===== config.mk =====
export PLATFORM = sky130hd
export DESIGN_NAME = mrr_host_flat
export DESIGN_NICKNAME = d
export VERILOG_FILES = /design/src/logic/mrr_pkg.sv /design/src/logic/mrr_if.sv /design/src/logic/mrr_host.sv /design/src/flat_wrapper.sv
export VERILOG_INCLUDE_DIRS = /design/src /design/src/logic
export SDC_FILE = /design/constraint.sdc
export NUM_CORES = 1
export LEC_CHECK = 0
export BUFFER_PORTS_ARGS = -buffer_cell sky130_fd_sc_hd__buf_2
export CORE_MARGIN = 10
export CORE_UTILIZATION = 30
export CTS_BUF_LIST = sky130_fd_sc_hd__clkbuf_16
export DETAILED_ROUTE_END_ITERATION = 10
export HOLD_SLACK_MARGIN = 0.12
export PLACE_DENSITY = 0.52
export REMOVE_ABC_BUFFERS = 1
export SKIP_LAST_GASP = 1
export SYNTH_ARGS = -nofsm -noshare
export SYNTH_HDL_FRONTEND = slang
export SYNTH_SLANG_ARGS = --single-unit

===== constraint.sdc =====
create_clock -name clk -period 1.6 [get_ports clk]
set_clock_uncertainty 0.15 [all_clocks]
set_input_delay 0.32 -clock clk [delete_from_list [all_inputs] [get_ports clk]]
set_output_delay 0.32 -clock clk [all_outputs]
set_load 0.005 [all_outputs]

===== src/logic/mrr_consts.svh =====
// Constants for the measurement result readout: register offsets,
// field positions, channel codes and host register map.
// Assumes inclusion by bare name from the device, host, monitor and bench files.
`ifndef MRR_CONSTS_SVH
`define MRR_CONSTS_SVH

// Device register offsets
`define MRR_OFS_CONV_CTRL     8'h85
`define MRR_OFS_SCAN_CTRL     8'h87
`define MRR_OFS_THERM1_LOW    8'hA2
`define MRR_OFS_THERM1_HIGH   8'hA3
`define MRR_OFS_THERM2_LOW    8'hA4
`define MRR_OFS_THERM2_HIGH   8'hA5
`define MRR_OFS_PACK_LOW      8'hA6
`define MRR_OFS_PACK_HIGH     8'hA7
`define MRR_OFS_REG_LOW       8'hA8
`define MRR_OFS_REG_HIGH      8'hA9
`define MRR_OFS_RAW_LOW       8'hAA
`define MRR_OFS_RAW_HIGH      8'hAB

// Field positions
`define MRR_BIT_TAKEOVER      2
`define MRR_BIT_START         6
`define MRR_CHAN_MSB          3

// Channel codes that aim the converter at a thermistor input
`define MRR_CHAN_THERM1       4'h8
`define MRR_CHAN_THERM2       4'h9

// Result widths and raw decode
`define MRR_RES_W             12
`define MRR_RAW_W             14
`define MRR_RAW_NEG_FROM      14'h1FFF
`define MRR_RAW_SPAN          15'h4000

// Reset values
`define MRR_RST_BYTE          8'h00
`define MRR_RST_RES           12'h000
`define MRR_RST_RAW           14'h0000
`define MRR_RST_CHAN          4'h0

// Host Avalon register byte addresses
`define MRR_AV_CMD            4'h0
`define MRR_AV_STATUS         4'h4
`define MRR_AV_RESULT         4'h8

// Host command word fields
`define MRR_CMD_OP_LSB        16
`define MRR_CMD_OP_MSB        18
`define MRR_CMD_DATA_LSB      8
`define MRR_CMD_DATA_MSB      15
`define MRR_CMD_ADDR_MSB      7

`endif


===== src/logic/mrr_pkg.sv =====
// Types used by the host end and the bench of the measurement result readout.
// Assumes mrr_consts.svh supplies all numeric constants.
package mrr_pkg;

	typedef enum logic [2:0] {
		MRR_OP_READ,
		MRR_OP_WRITE,
		MRR_OP_PAIR,
		MRR_OP_CONVERT
	} mrr_op_t;

	typedef enum logic [3:0] {
		MRR_S_IDLE,
		MRR_S_SINGLE,
		MRR_S_TAKE,
		MRR_S_SELECT,
		MRR_S_START,
		MRR_S_POLL,
		MRR_S_LOW,
		MRR_S_HIGH
	} mrr_state_t;

endpackage : mrr_pkg


===== src/logic/mrr_if.sv =====
// Register link between the readout device and its host controller.
// Assumes both ends share clk; no tristate, byte-wide handshake.
`timescale 1ns/1ps
interface mrr_if;
	logic       req;
	logic       we;
	logic [7:0] addr;
	logic [7:0] wdata;
	logic       ack;
	logic [7:0] rdata;

	modport device (
		input  req,
		input  we,
		input  addr,
		input  wdata,
		output ack,
		output rdata
	);

	modport host (
		output req,
		output we,
		output addr,
		output wdata,
		input  ack,
		input  rdata
	);
endinterface : mrr_if


===== src/logic/mrr_host.sv =====
// Host end: Avalon-MM command registers driving the register link.
// Assumes the device answers each request with a one-cycle ack.
//
// Design decision made here: the Avalon-MM register port.
`timescale 1ns/1ps
`include "mrr_consts.svh"
module mrr_host (
	// Clock, reset, enable
	input  wire logic        clk,
	input  wire logic        rstn,
	input  wire logic        ce,
	// Avalon-MM slave
	input  wire logic [3:0]  avs_address,
	input  wire logic        avs_read,
	input  wire logic        avs_write,
	input  wire logic [31:0] avs_writedata,
	output logic [31:0]      avs_readdata,
	output logic             avs_waitrequest,
	// Register link
	mrr_if.host              link
);

	mrr_pkg::mrr_state_t state;
	mrr_pkg::mrr_op_t    op;
	logic [7:0]          cmd_addr;
	logic [7:0]          cmd_data;
	logic [7:0]          last_byte;
	logic [7:0]          low_byte;
	logic [15:0]         result;
	logic                raw_invalid;
	logic                takeover_seen;
	logic                rd_done;
	logic                busy;
	logic                cmd_take;
	logic [31:0]         next_readdata;

	assign busy     = (state != mrr_pkg::MRR_S_IDLE);
	assign cmd_take = ce & avs_write & ~busy & (avs_address == `MRR_AV_CMD);

	// Reads take one wait cycle, command writes stall while busy
	assign avs_waitrequest = (avs_read & ~rd_done) | (avs_write & busy);

	function automatic logic [15:0] decode_pair(input logic [7:0] addr, input logic [7:0] lo,
	                                            input logic [7:0] hi);
		logic [14:0] raw;
		raw = {1'b0, hi[5:0], lo};
		if (addr == `MRR_OFS_RAW_LOW) begin
			if (raw[13:0] >= `MRR_RAW_NEG_FROM) begin
				raw = raw - `MRR_RAW_SPAN;
			end
			decode_pair = {raw[14], raw};
		end else begin
			decode_pair = {4'h0, hi[3:0], lo};
		end
	endfunction : decode_pair

	// ------------------------------------------------------------
	// Sequencer
	// ------------------------------------------------------------
	always_ff @(posedge clk) begin
		if (!rstn) begin
			state <= mrr_pkg::MRR_S_IDLE;
		end else if (ce) begin
			case (state)
			mrr_pkg::MRR_S_IDLE: begin
				if (cmd_take) begin
					case (mrr_pkg::mrr_op_t'(avs_writedata[`MRR_CMD_OP_MSB:`MRR_CMD_OP_LSB]))
					mrr_pkg::MRR_OP_PAIR:    state <= mrr_pkg::MRR_S_LOW;
					mrr_pkg::MRR_OP_CONVERT: state <= mrr_pkg::MRR_S_TAKE;
					default:                 state <= mrr_pkg::MRR_S_SINGLE;
					endcase
				end
			end
			mrr_pkg::MRR_S_SINGLE: if (link.ack) state <= mrr_pkg::MRR_S_IDLE;
			mrr_pkg::MRR_S_TAKE:   if (link.ack) state <= mrr_pkg::MRR_S_SELECT;
			mrr_pkg::MRR_S_SELECT: if (link.ack) state <= mrr_pkg::MRR_S_START;
			mrr_pkg::MRR_S_START:  if (link.ack) state <= mrr_pkg::MRR_S_POLL;
			mrr_pkg::MRR_S_POLL: begin
				if (link.ack && !link.rdata[`MRR_BIT_START]) begin
					state <= mrr_pkg::MRR_S_LOW;
				end
			end
			mrr_pkg::MRR_S_LOW:    if (link.ack) state <= mrr_pkg::MRR_S_HIGH;
			mrr_pkg::MRR_S_HIGH:   if (link.ack) state <= mrr_pkg::MRR_S_IDLE;
			default:               state <= mrr_pkg::MRR_S_IDLE;
			endcase
		end
	end

	always_ff @(posedge clk) begin
		if (!rstn) begin
			op       <= mrr_pkg::MRR_OP_READ;
			cmd_addr <= `MRR_RST_BYTE;
			cmd_data <= `MRR_RST_BYTE;
		end else if (cmd_take) begin
			op       <= mrr_pkg::mrr_op_t'(avs_writedata[`MRR_CMD_OP_MSB:`MRR_CMD_OP_LSB]);
			cmd_addr <= (avs_writedata[`MRR_CMD_OP_MSB:`MRR_CMD_OP_LSB] == 3'(mrr_pkg::MRR_OP_CONVERT)) ?
			            `MRR_OFS_RAW_LOW : avs_writedata[`MRR_CMD_ADDR_MSB:0];
			cmd_data <= avs_writedata[`MRR_CMD_DATA_MSB:`MRR_CMD_DATA_LSB];
		end
	end

	// ------------------------------------------------------------
	// Link drive
	// ------------------------------------------------------------
	always_comb begin
		link.req   = busy & ~link.ack;
		link.we    = 1'b0;
		link.addr  = cmd_addr;
		link.wdata = cmd_data;
		case (state)
		mrr_pkg::MRR_S_SINGLE: link.we = (op == mrr_pkg::MRR_OP_WRITE);
		mrr_pkg::MRR_S_TAKE: begin
			link.we    = 1'b1;
			link.addr  = `MRR_OFS_SCAN_CTRL;
			link.wdata = 8'(1 << `MRR_BIT_TAKEOVER);
		end
		mrr_pkg::MRR_S_SELECT: begin
			link.we    = 1'b1;
			link.addr  = `MRR_OFS_CONV_CTRL;
			link.wdata = {4'h0, cmd_data[`MRR_CHAN_MSB:0]};
		end
		mrr_pkg::MRR_S_START: begin
			link.we    = 1'b1;
			link.addr  = `MRR_OFS_CONV_CTRL;
			link.wdata = {4'h0, cmd_data[`MRR_CHAN_MSB:0]} | 8'(1 << `MRR_BIT_START);
		end
		mrr_pkg::MRR_S_POLL: link.addr = `MRR_OFS_CONV_CTRL;
		mrr_pkg::MRR_S_HIGH: link.addr = cmd_addr + 8'h01;
		default: ;
		endcase
	end

	// ------------------------------------------------------------
	// Results
	// ------------------------------------------------------------
	always_ff @(posedge clk) begin
		if (!rstn) begin
			takeover_seen <= 1'b0;
		end else if (ce && link.ack && link.we && link.addr == `MRR_OFS_SCAN_CTRL) begin
			takeover_seen <= link.wdata[`MRR_BIT_TAKEOVER];
		end
	end

	always_ff @(posedge clk) begin
		if (!rstn) begin
			last_byte <= `MRR_RST_BYTE;
			low_byte  <= `MRR_RST_BYTE;
		end else if (ce && link.ack) begin
			if (state == mrr_pkg::MRR_S_SINGLE && op == mrr_pkg::MRR_OP_READ) begin
				last_byte <= link.rdata;
			end
			if (state == mrr_pkg::MRR_S_LOW) begin
				low_byte <= link.rdata;
			end
		end
	end

	always_ff @(posedge clk) begin
		if (!rstn) begin
			result      <= 16'h0000;
			raw_invalid <= 1'b0;
		end else if (ce && link.ack && state == mrr_pkg::MRR_S_HIGH) begin
			result      <= decode_pair(cmd_addr, low_byte, link.rdata);
			raw_invalid <= (cmd_addr == `MRR_OFS_RAW_LOW) & ~takeover_seen;
		end
	end

	// ------------------------------------------------------------
	// Avalon read
	// ------------------------------------------------------------
	always_comb begin
		next_readdata = 32'h0000_0000;
		if (avs_address == `MRR_AV_STATUS) begin
			next_readdata = {21'h00_0000, raw_invalid, takeover_seen, busy, last_byte};
		end else if (avs_address == `MRR_AV_RESULT) begin
			next_readdata = {16'h0000, result};
		end else if (avs_address == `MRR_AV_CMD) begin
			next_readdata = {13'h0000, 3'(op), cmd_data, cmd_addr};
		end
	end

	always_ff @(posedge clk) begin
		if (!rstn) begin
			rd_done      <= 1'b0;
			avs_readdata <= 32'h0000_0000;
		end else if (ce) begin
			rd_done <= avs_read & ~rd_done;
			if (avs_read && !rd_done) begin
				avs_readdata <= next_readdata;
			end
		end
	end

endmodule : mrr_host


===== src/flat_wrapper.sv =====
// flat-port wrapper written by rule: the top's interface ports become plain ports
module mrr_host_flat 
  (clk, rstn, ce, avs_address, avs_read, avs_write, avs_writedata, avs_readdata, avs_waitrequest, link_req, link_we, link_addr, link_wdata, link_ack, link_rdata);
  mrr_if link_i ();
  input  wire logic clk;
  input  wire logic rstn;
  input  wire logic ce;
  input  wire logic [3:0] avs_address;
  input  wire logic avs_read;
  input  wire logic avs_write;
  input  wire logic [31:0] avs_writedata;
  output logic [31:0] avs_readdata;
  output logic avs_waitrequest;
  output wire logic [$bits(link_i.req)-1:0] link_req;
  output wire logic [$bits(link_i.we)-1:0] link_we;
  output wire logic [$bits(link_i.addr)-1:0] link_addr;
  output wire logic [$bits(link_i.wdata)-1:0] link_wdata;
  input wire logic [$bits(link_i.ack)-1:0] link_ack;
  input wire logic [$bits(link_i.rdata)-1:0] link_rdata;
  assign link_req = link_i.req;
  assign link_we = link_i.we;
  assign link_addr = link_i.addr;
  assign link_wdata = link_i.wdata;
  assign link_i.ack = link_ack;
  assign link_i.rdata = link_rdata;
  mrr_host u_core (.clk(clk), .rstn(rstn), .ce(ce), .avs_address(avs_address), .avs_read(avs_read), .avs_write(avs_write), .avs_writedata(avs_writedata), .avs_readdata(avs_readdata), .avs_waitrequest(avs_waitrequest), .link(link_i));
endmodule

==> results.txt, run 1 <==
The tree built by TritonCTS fans out to 75 sinks. The endpoint type of the worst setup path was an output pin. Total half-perimeter wirelength after legalization and detailed placement: 9040 um. Adding up every negative setup slack in the final design gives -10.22 ns. The floorplan step defined a die boundary enclosing 18000 um2. The number of clock buffers added by TritonCTS is 9. The logs give 46 for the pin count of the biggest net entering global routing and 0.308 for the initial core utilization.

After synthesis the cells add up to 3900 um2. The cell count after synthesis came out at 469. After floorplanning, the core was sized to cover 12700 um2. The clock passes through at most 2 buffers. The min-delay analysis places its worst path in the category in -> reg.

Power spread over the standard cell area amounts to 695 nW/um2. The post-route clock period utilization is 1.32. The top flip-flop cell by instance count after synthesis was sky130_fd_sc_hd__dfxtp_1.

The signed area change from the synthesized netlist to the final layout is 54.1%, and the post-placement setup slack is -0.338 ns. The routed design could run at a clock period as short as 2.12 ns. The number of antenna diodes in the final layout is 0.

The worst-case IR drop observed on VDD is 0.607 mV. The share of post-route cells with drive strength above 1 was 0.414; the count of max-cap constraint violations was 0. The tools report the end point of the critical path as link_addr[1]. The tools report the worst flop-to-flop path startpoint as u_core.cmd_addr[0].

Number of flops mapped to enable cells by yosys: 0. Setup repair after global routing could not meet its margin everywhere. The initial antenna violation count is 0, and the violation count after the first detailed-routing iteration is 203. Final hold analysis gives a worst-case slack of 0.117 ns.

The number of different library cells used by synthesis comes to 51. For flop-to-flop paths, the worst setup slack is -0.50 ns. The tools report the number of global-route vias before repair as 4059. For the number of setup violations in the final report, the log shows 59.

The tools report the kind of start point of the critical path as a register. Arrival time of data at the critical path endpoint: 1.65 ns. The weighted congestion reported at the end of routability-driven placement was 0.848; the cell count of the worst reg-to-reg path was 12.

Data on the critical path is required at its endpoint by 1.13 ns. The width of the die works out to 134 um. The total routing resource utilization after global routing came out at 0.138. The peak per-stage delay on the critical path came out at 0.39 ns.

The slowest stage of the critical path is the sky130_fd_sc_hd__dfxtp_4 cell. The most critical setup path has its startpoint at u_core.cmd_addr[0]. The sequential element share of the synthesized area is 0.385, and the via density per instance is 4.76. The checks that failed: negative setup slack. The tools report the number of detailed-route iterations in the first pass as 4.

The post-route worst setup slack is -0.519 ns. The tools report the number of antenna-violating nets in the routed design as 0. The global-route wire length before repair came out at 20100 um.

Counting flops and latches in the post-synthesis netlist gives 75. The maximum fanout encountered on the critical timing path is 3, and the number of top-level design ports is 101. At the later pin of the worst-skew pair, clock insertion delay measures 0.35 ns. Detailed routing inserted a total of 3912 vias. Traced cell by cell, the critical path runs through inv_4 > ha_4 > o211a_1 > a211oi_2 > buf_4 > buf_6. The critical path is of the reg -> out type. The tree is rooted in a sky130_fd_sc_hd__clkbuf_16. Number of standard-cell rows in the floorplan: 41. The number of H-tree levels is 3, and the final wirelength is 12900 um.

After clock tree synthesis, the clock-pin slew on the worst setup and hold paths is 0.06 ns. The worst register-to-register path ends at u_core.takeover_seen. Detailed routing placed a total of 6120 um of wire on met2.

The average footprint of a synthesized cell is 8.32 um2, and the fmax is 0.472 GHz. The tools report the final number of max-transition violations as 0. In the layout the commonest cells are sky130_fd_sc_hd__nand2_1 (75), sky130_fd_sc_hd__buf_4 (75), sky130_fd_sc_hd__buf_2 (69).

The number of failing hold endpoints at the final stage is 0, and the residual DRC count is 0. The run finished, with violations left. For this run, the number of Yosys warnings is 0. Summed over all cells, the static leakage comes to 0.00243 uW.

Signal routing reaches up to met4. After global routing the overflow that remains totals 0. Wire segments on met3 add up to 764 um in the final route. The overall die height was 134 um. During placement, the flow inserted port buffers numbering 74. TritonCTS built the clock tree. The async set-or-reset flop fraction in the synthesized netlist works out to 0. For this block, wires on met1 add up to 5710 um.

The average wire per standard cell was 15.6 um. For this run, the post-layout net count is 697.
## Yosys cell counts (8+ instances only)
| cell type | instances | area [um2] |
|---|---|---|
| sky130_fd_sc_hd__nand2_1 | 84 | 315 |
| sky130_fd_sc_hd__nor2_1 | 24 | 90.1 |
| sky130_fd_sc_hd__buf_4 | 14 | 105 |
| sky130_fd_sc_hd__a21boi_1 | 11 | 82.6 |
| sky130_fd_sc_hd__a21boi_0 | 21 | 158 |
| sky130_fd_sc_hd__clkbuf_1 | 17 | 63.8 |
| sky130_fd_sc_hd__dfxtp_1 | 75 | 1500 |
| sky130_fd_sc_hd__a22oi_1 | 9 | 67.6 |
| sky130_fd_sc_hd__nor2b_1 | 39 | 244 |
| sky130_fd_sc_hd__o21ai_0 | 25 | 125 |
| sky130_fd_sc_hd__nor3_1 | 8 | 40.0 |
| sky130_fd_sc_hd__mux2i_1 | 16 | 160 |
| sky130_fd_sc_hd__a211oi_1 | 12 | 90.1 |
| sky130_fd_sc_hd__a21oi_1 | 22 | 110 |
| sky130_fd_sc_hd__nand3_1 | 11 | 55.1 |
## layer usage
| metal | global-route usage | vias up |
|---|---|---|
| li1 | - | 1943 |
| met1 | 0.161 | 1857 |
| met2 | 0.236 | 92 |
| met3 | 0.0482 | 20 |
| met4 | 0.0381 | 0 |
| met5 | 0 | - |
## worst min-delay path by stage
stage | end | start | cells past startpoint
after global routing | u_core.result[10] | link_rdata[2] | 3
final | u_core.result[10] | link_rdata[2] | 3
after CTS | u_core.result[10] | link_rdata[2] | 3
after global placement | u_core.result[3] | u_core.result[3] | 2
after floorplan | u_core.result[14] | u_core.result[14] | 2
after detailed placement | u_core.result[3] | u_core.result[3] | 2
## worst max-delay path: cells and delay by family, from the launching register on
| family | cells | cell delay [ns] |
|---|---|---|
| compound gates | 2 | 0.42 |
| fa+ha+maj | 1 | 0.20 |
| buf+inv | 3 | 0.28 |
| flops | 1 | 0.39 |
## metrics by stage
stage | power (uW) | std cells | utilization | instance area [um2]
6_report | 4180 | 822 | 0.474 | 6010
5_1_grt | 4340 | 822 | 0.474 | 6010
4_1_cts | 4210 | 807 | 0.452 | 5720
3_5_place_dp | 2230 | 755 | 0.385 | 4880
3_3_place_gp | 2230 | 755 | 0.385 | 4880
2_1_floorplan | 2030 | 439 | - | 3700
## report_power, final
| group | internal, uW | switching (uW) | leakage (uW) |
|---|---|---|---|
| combinational | 193 | 192 | 0.00169 |
| clock | 1050 | 861 | 0.000126 |
| sequential | 1870 | 9.53 | 0.000610 |
| total | 3120 | 1060 | 0.00243 |
## state kept, by name, summed over array words and instances, names as in the netlist, 3 cells and up
signal / cells
u_core.cmd_addr: 8
u_core.op: 3
u_core.state: 3
u_core.cmd_data: 8
u_core.last_byte: 8
u_core.result: 15
u_core.avs_readdata: 19
u_core.low_byte: 8
## kinds of logic after synthesis
group / synth area share
AND/OR/NAND/NOR: 0.289
adder cells (fa/ha/maj): 0.00641
multiplexers: 0.0497
flip-flops: 0.385
AO/OA/AOI/OAI: 0.185
buffers and inverters: 0.0728
XOR/XNOR: 0.0112
other: 0.000961
## layout make-up
class                   count  area [um2]
well taps                 172         215
fillers                  1245        6660
inverters                   8        45.0
flip-flops and latches     75        1530
clock buffers               9         225
repair buffers            194        1530
multi-input cells         357        2420
clock inverters             7        52.6
## timing repair
action / in CTS / in global routing
resized for setup: 66 / 61
endpoints found under the setup margin: 69 / 87
pin swaps: 21 / 24
hold buffers: 17 / 0
gates cloned: 1 / 2
setup buffers: 18 / 13
endpoints found under the hold margin: 18 / 0
No activity file was read; power rests on OpenSTA's default activity.
==> inputs of run 2 (changes only) <==
CAP_MARGIN = 10   (was default)
REMOVE_ABC_BUFFERS = default   (was 1)
==> run 2 against run 1 <==
The run still ends with negative setup slack left. Routed wire length increased by 4.1%. Design area increased by 3.6%. Sequential power about the same. Flip-flop and latch count unchanged. Utilization increased by 1.7 points. Global-route usage increased by 0.37 points. Critical endpoint is now link_addr[6]. Largest cell class unchanged. Highest routed layer unchanged.
==> results.txt, run 2 (synthesis results as in run 1) <==
Leaving out fill and tap cells, the most frequent cell in the layout is sky130_fd_sc_hd__buf_2. The tools report the number of standard-cell rows in the floorplan as 41 (unchanged). The area of the die is 18000 um2 (unchanged). The total half-perimeter wirelength after legalization and detailed placement was 9360 um (+3.4%). The internal power summed over all cells is 3250 uW (+4.4%).

In the layout the commonest cells are sky130_fd_sc_hd__buf_2 (71), sky130_fd_sc_hd__dfxtp_1 (65), sky130_fd_sc_hd__nand2_1 (63). For the post-placement setup slack, the log shows -0.342 ns (-0.00495 ns). In this run the worst hold path is classified as in -> reg. The share of post-route cells with drive strength above 1 is 0.455 (+0.0416). The residual DRC count was 0 (unchanged); the leftover overflow at the end of global routing was 0 (unchanged). The number of detailed-route iterations in the first pass was 4 (unchanged).

The total routing resource utilization after global routing came out at 0.142 (+0.00370). The tools report the number of sinks on the clock net as 75 (unchanged). The tools report the global-route wire length before repair as 20700 um (+2.8%). The maximum count of clock buffers along a single path is 2 (unchanged). The leakage power came out at 0.00252 uW (+3.8%).

Count of inserted antenna diode cells: 0 (unchanged). The arrival time of data at the critical path endpoint was 1.63 ns (-0.02 ns). The flip-flop count of the largest register, all copies and words added was 19 (unchanged).

The flow ran to the end, but the final reports show violations. The tools report the area occupied by multi-input gates as 2680 um2 (+11%). The run gives 1530 um2 (+0.25%) as the total area of sequential cells. The overall die height came out at 134 um (unchanged). The number of top-level design ports was 101 (unchanged).

The critical path required time is 1.13 ns (about the same), and the net switching component of the power is 1000 uW (-5.9%). The checks that failed: negative setup slack. For the fmax, the log shows 0.476 GHz (+0.90%). The width of the die works out to 134 um (unchanged).

The run gives 61 (+3.4%) as the number of setup violations in the final report. For the number of vias after detailed routing, the log shows 3915 (+0.077%). The tools report the layout net count as 687 (-1.4%). In the final layout, the registers with the most flip-flops are u_core.avs_readdata (19), u_core.result (15). The logs give 12700 um2 (unchanged) for the core box area and 0.308 (unchanged) for the initial core utilization. The number of antenna-violating nets in the routed design came out at 0 (unchanged). The post-route clock period utilization is 1.31 (-0.0118), and the insertion delay of the later-clocked pin in the worst-skew pair is 0.34 ns (about the same). Relative to the synthesized area, the layout overhead comes to 59.6%. The logs give 214 (+5.4%) for the violation count after the first detailed-routing iteration and 13400 um (+4.1%) for the final wirelength.

The worst setup path is launched from a register. The run gives 77 (+67%) as the pin count of the biggest net entering global routing. The initial antenna violation count was 0 (unchanged); the filler cell count was 1205 (-3.2%). The number of H-tree levels is 3 (unchanged).

Endpoint type of the worst setup path: an output pin. The total power divided by cell area works out to 683 nW/um2 (-1.7%). The tools report the final number of max-transition violations as 0 (unchanged). The logs give 9 (unchanged) for the number of buffers inserted during clock tree synthesis and 0 (unchanged) for the number of failing hold endpoints at the final stage. The net switching share of the total power was 0.235 (-0.0191).

The maximum fanout encountered on the critical timing path came out at 5 (+2). The maximum resistive drop on vdd is 0.477 mV (-21%). Ranked by flip-flop count, first place goes to u_core.avs_readdata. The tree is rooted in a sky130_fd_sc_hd__clkbuf_16. TritonCTS built the clock tree. The worst setup path is of the reg -> out kind.

The average wire per standard cell was 16.5 um (+5.5%); the count of max-cap constraint violations was 0 (unchanged). The clock group share of total power is 0.463 (+0.005), and the number of buffers inserted by port buffering is 74 (unchanged). The clock-pin slew on the worst setup and hold paths works out to 0.06 ns (about the same). The number of global-route vias before repair is 4029 (-0.74%), and the sequential share of power is 0.441 (-0.008). The via density per instance is 4.83 (+1.4%), and the weighted congestion reported at the end of routability-driven placement is 0.842 (-0.77%). The total chip power is 4250 uW (+1.8%), and the post-route worst setup slack is -0.500 ns (+0.0189 ns). Setup repair after global routing could not meet its margin everywhere. The time the final worst path needs with I/O delays and setup was 2.10 ns (-0.0189 ns). The run gives 0.491 (+0.0170) as the utilization of the core after routing. For the combinational power share, the log shows 0.096 (+0.004). The tools report the post-route setup TNS as -12.95 ns (-2.73 ns).
## run 2: cell count changes in the layout (fill, tap and decap cells not counted), moves of 4 or more
| cell | change |
|---|---|
| sky130_fd_sc_hd__nand3_1 | -5 |
| sky130_fd_sc_hd__nor2_1 | -6 |
| sky130_fd_sc_hd__buf_8 | +4 |
| sky130_fd_sc_hd__nand2_4 | +9 |
| sky130_fd_sc_hd__nor3_4 | +5 |
| sky130_fd_sc_hd__a21boi_1 | -8 |
| sky130_fd_sc_hd__buf_4 | -13 |
| sky130_fd_sc_hd__nand2_1 | -12 |
| sky130_fd_sc_hd__nand3_2 | +4 |
| sky130_fd_sc_hd__a21boi_2 | +9 |
## run 2: path summary, 6_finish.rpt
path                 startpoint            endpoint  slack [ns]  depth (start not counted)
max          u_core.cmd_addr[0]        link_addr[6]       -0.50                          6
min               link_rdata[0]    u_core.result[8]        0.13                          3
max reg2reg     u_core.state[1]  u_core.cmd_addr[1]       -0.27                          9
min reg2reg    u_core.result[3]    u_core.result[3]        0.30                          2
## run 2: what timing repair did
action                                  in CTS  in global routing
buffers inserted                            14                 12
hold buffers                                14                  1
cloned                                       3                  1
endpoints found under the setup margin      77                 76
endpoints found under the hold margin       14                  1
pin swaps                                   32                 65
resized for setup                           86                 98
## run 2: cell type report
type	count	area share
Clock buffer	9	0.0362
Timing Repair Buffer	184	0.237
Multi-Input combinational cell	357	0.431
Inverter	8	0.00643
Sequential cell	75	0.246
Clock inverter	6	0.00945
Tap cell	172	0.0346
## run 2: per-stage QoR
step,cell area [um2],std cells,hold WS [ns]
final,6230,811,0.126
after global placement,4900,757,0.306
after detailed placement,4900,757,0.310
after global routing,6230,811,0.128
after floorplan,3980,481,0.285
after CTS,5760,803,0.126
## run 2: routing by layer
metal,vias up,share of wire,routed length (um),track usage
met1,1859,0.42,5600,0.166
met3,19,0.071,944,0.0485
met4,0,0.015,204,0.0375
met5,-,0,0,0
li1,1930,-,-,-
met2,107,0.50,6630,0.243
## run 2: critical path, stage by stage (launching register included)
cell and delay (ns):
sky130_fd_sc_hd__dfxtp_4 0.40, sky130_fd_sc_hd__ha_4 0.15, sky130_fd_sc_hd__nand2_2 0.05, sky130_fd_sc_hd__or3_4 0.34, sky130_fd_sc_hd__a21oi_2 0.14, sky130_fd_sc_hd__a21o_1 0.11
sky130_fd_sc_hd__buf_2 0.11
## run 2: power groups by stage
stage               clock (uW)  combinational, uW  sequential, uW
finish                    1970                408            1880
floorplan                    0                166            1920
CTS                       2000                363            1880
global route              2090                439            1880
global placement             0                302            1930
detailed placement           0                304            1930
==> inputs of run 3 (changes only) <==
clock period = 1.8 ns   (was 1.6 ns; I/O delays follow)
==> run 3 against run 2 <==
Clock power decreased by 12%. Design area decreased by 8.4%. Clock-buffer cell count unchanged. Highest routed layer unchanged. Critical path type unchanged. The flow still finishes with violations (negative setup slack).
==> results.txt, run 3 (synthesis results as in run 1) <==
The run gives 34 (-44%) as the number of setup violations in the final report. The via density per instance came out at 4.81 (-0.36%). For the relative slew slack, the log shows 0.462. The count of inserted antenna diode cells was 0 (unchanged). The clock-pin slew on the worst setup and hold paths was 0.06 ns (about the same). Violation count after the first detailed-routing iteration: 206 (-3.7%). TritonCTS built the clock tree. The core box area is 12700 um2 (unchanged), and the share of post-route cells with drive strength above 1 is 0.400 (-0.0557).

The critical path required time came out at 1.29 ns (+0.16 ns). The classification of the worst setup path is reg -> out. The tree is rooted in a sky130_fd_sc_hd__clkbuf_16. The utilization of the core after routing is 0.450 (-0.0413), and the global-route wire length before repair is 19900 um (-3.9%).

For the finished layout, the period the worst path requires is 2.12 ns. The tools report the initial core utilization as 0.308 (unchanged). The number of vias after detailed routing was 3800 (-2.9%); the post-route clock period utilization was 1.18. The transition time at the pin with the least slew margin is 0.805 ns. The tools report the global-route met1 utilization as 0.164 (-0.00158). For the total routing resource utilization after global routing, the log shows 0.136 (-0.00570). The register with the most flip-flops in the final layout is u_core.avs_readdata. The width of the die is 134 um (unchanged). The maximum fanout encountered on the critical timing path is 3 (-2). In the layout the commonest cells are sky130_fd_sc_hd__nand2_1 (73), sky130_fd_sc_hd__buf_2 (73), sky130_fd_sc_hd__dfxtp_1 (67).

The post-route worst setup slack is -0.319 ns (+0.182 ns). The maximum resistive drop on vdd is 0.445 mV (-6.5%). Path class of the lowest-slack min-delay path: in -> reg.

Residual DRC count: 0 (unchanged). The number of standard-cell rows in the floorplan is 41 (unchanged), and the pin count of the biggest net entering global routing is 77 (unchanged). Flip-flop count of the largest register, all copies and words added: 19 (unchanged).

The number of detailed-route iterations in the first pass came out at 4 (unchanged). Worst flop-to-flop path startpoint: u_core.cmd_addr[0]. The area of the die is 18000 um2 (unchanged).

The total half-perimeter wirelength after legalization and detailed placement was 9150 um (-2.2%). The leftover overflow at the end of global routing came out at 0 (unchanged). The layer flagged by global routing as most heavily used is met2. The arrival time of data at the critical path endpoint is 1.61 ns (-0.02 ns), and the total power divided by cell area is 651 nW/um2 (-4.7%). The start point of the critical path is u_core.cmd_addr[1]. The logs give 3789 (-6.0%) for the number of global-route vias before repair and 0.898 (+6.7%) for the weighted congestion reported at the end of routability-driven placement. The tools report the met3 routing resource usage after global routing as 0.0444 (-0.00411).

The number of top-level design ports is 101 (unchanged). In this run the most critical hold path is launched from avs_writedata[0]. For the layout net count, the log shows 665 (-3.2%). The logs give 0 (unchanged) for the final number of max-transition violations and 0.472 GHz for the fmax.

The number of buffers inserted by port buffering was 74 (unchanged). The maximum count of clock buffers along a single path was 2 (unchanged). The endpoint type of the worst setup path is an output pin. The tools report the leakage power as 0.00232 uW (-7.9%). The flow ran to the end, but the final reports show violations. Compared with the post-synthesis result, the final layout area differs by 46.2%. The tools report the post-route worst hold slack as 0.144 ns (+0.0180 ns). The tools report the number of sinks on the clock net as 75 (unchanged). Kind of start point of the critical path: a register. Number of antenna-violating nets in the routed design: 0 (unchanged). The largest registers in the layout are u_core.avs_readdata (19), u_core.result (15).

Setup repair after global routing could not meet its margin everywhere. The logs give 0 (unchanged) for the count of max-cap constraint violations and 0.230 (-0.0127) for the global-route met2 utilization. The overall die height is 134 um (unchanged), and the number of buffers inserted during clock tree synthesis is 9 (unchanged). The tools report the number of failing hold endpoints at the final stage as 0 (unchanged). The final wirelength was 12800 um (-4.4%). For the number of H-tree levels, the log shows 3 (unchanged). The checks that failed: negative setup slack.

The initial antenna violation count was 0 (unchanged). The logs give 0.34 ns (about the same) for the insertion delay of the later-clocked pin in the worst-skew pair and 1262 (+4.7%) for the filler cell count. The average wire per standard cell is 16.2 um (-1.9%).
[run 3: power breakdown]
group / internal, uW / switching [uW] / total [uW] / leakage [uW]
registers: 1660 / 8.30 / 1670 / 0.000610
clock network: 952 / 778 / 1730 / 0.000130
logic: 151 / 162 / 313 / 0.00158
total: 2770 / 949 / 3710 / 0.00232
[run 3: final timing paths]
path | endpoint | slack [ns] | cells past startpoint
worst max-delay path | link_addr[1] | -0.32 | 5
worst min register to register | u_core.avs_readdata[16] | 0.31 | 2
worst max register to register | u_core.takeover_seen | -0.17 | 10
worst min-delay path | u_core.cmd_addr[0] | 0.14 | 3
[run 3: area by class of cell]
class,instances,area (um2),share of cell area
clock inverter,7,60.1,0.0105
clock buffer,9,225,0.0395
multi-input combinational,356,2430,0.426
sequential,75,1520,0.267
timing repair buffer,163,1210,0.212
inverter,8,42.5,0.00746
tap,172,215,0.0377
[run 3: through the flow]
step / area [um2] / setup slack, ns / TNS [ns] / power [uW] / cells
final: 5700 / -0.319 / -4.61 / 3710 / 790
after global placement: 4820 / -0.165 / -2.63 / 1980 / 746
after global routing: 5700 / -0.379 / -7.41 / 3830 / 790
after CTS: 5450 / -0.341 / -4.47 / 3730 / 781
after detailed placement: 4820 / -0.173 / -2.34 / 1980 / 746
after floorplan: 3950 / 0.0150 / 0 / 1860 / 481
[run 3: metal layers]
metal  vias up  share of wire
li1       1885              -
met2        90           0.50
met4         0         0.0054
met1      1819           0.43
met5         -              0
met3         6          0.062
[run 3: critical path, stage by stage, from the launching register on]
cell and delay [ns]:
sky130_fd_sc_hd__dfxtp_4 0.36, sky130_fd_sc_hd__buf_6 0.13, sky130_fd_sc_hd__ha_4 0.20, sky130_fd_sc_hd__o211a_1 0.21, sky130_fd_sc_hd__a211oi_2 0.20, sky130_fd_sc_hd__buf_2 0.17
[run 3: repair_timing]
| action | 4_1_cts | 5_1_grt |
|---|---|---|
| setup buffers | 11 | 13 |
| hold buffers | 8 | 0 |
| resized for setup | 54 | 65 |
| endpoints found under the setup margin | 42 | 49 |
| gates cloned | 0 | 1 |
| pin swaps | 15 | 38 |
| hold endpoints to repair | 8 | 0 |
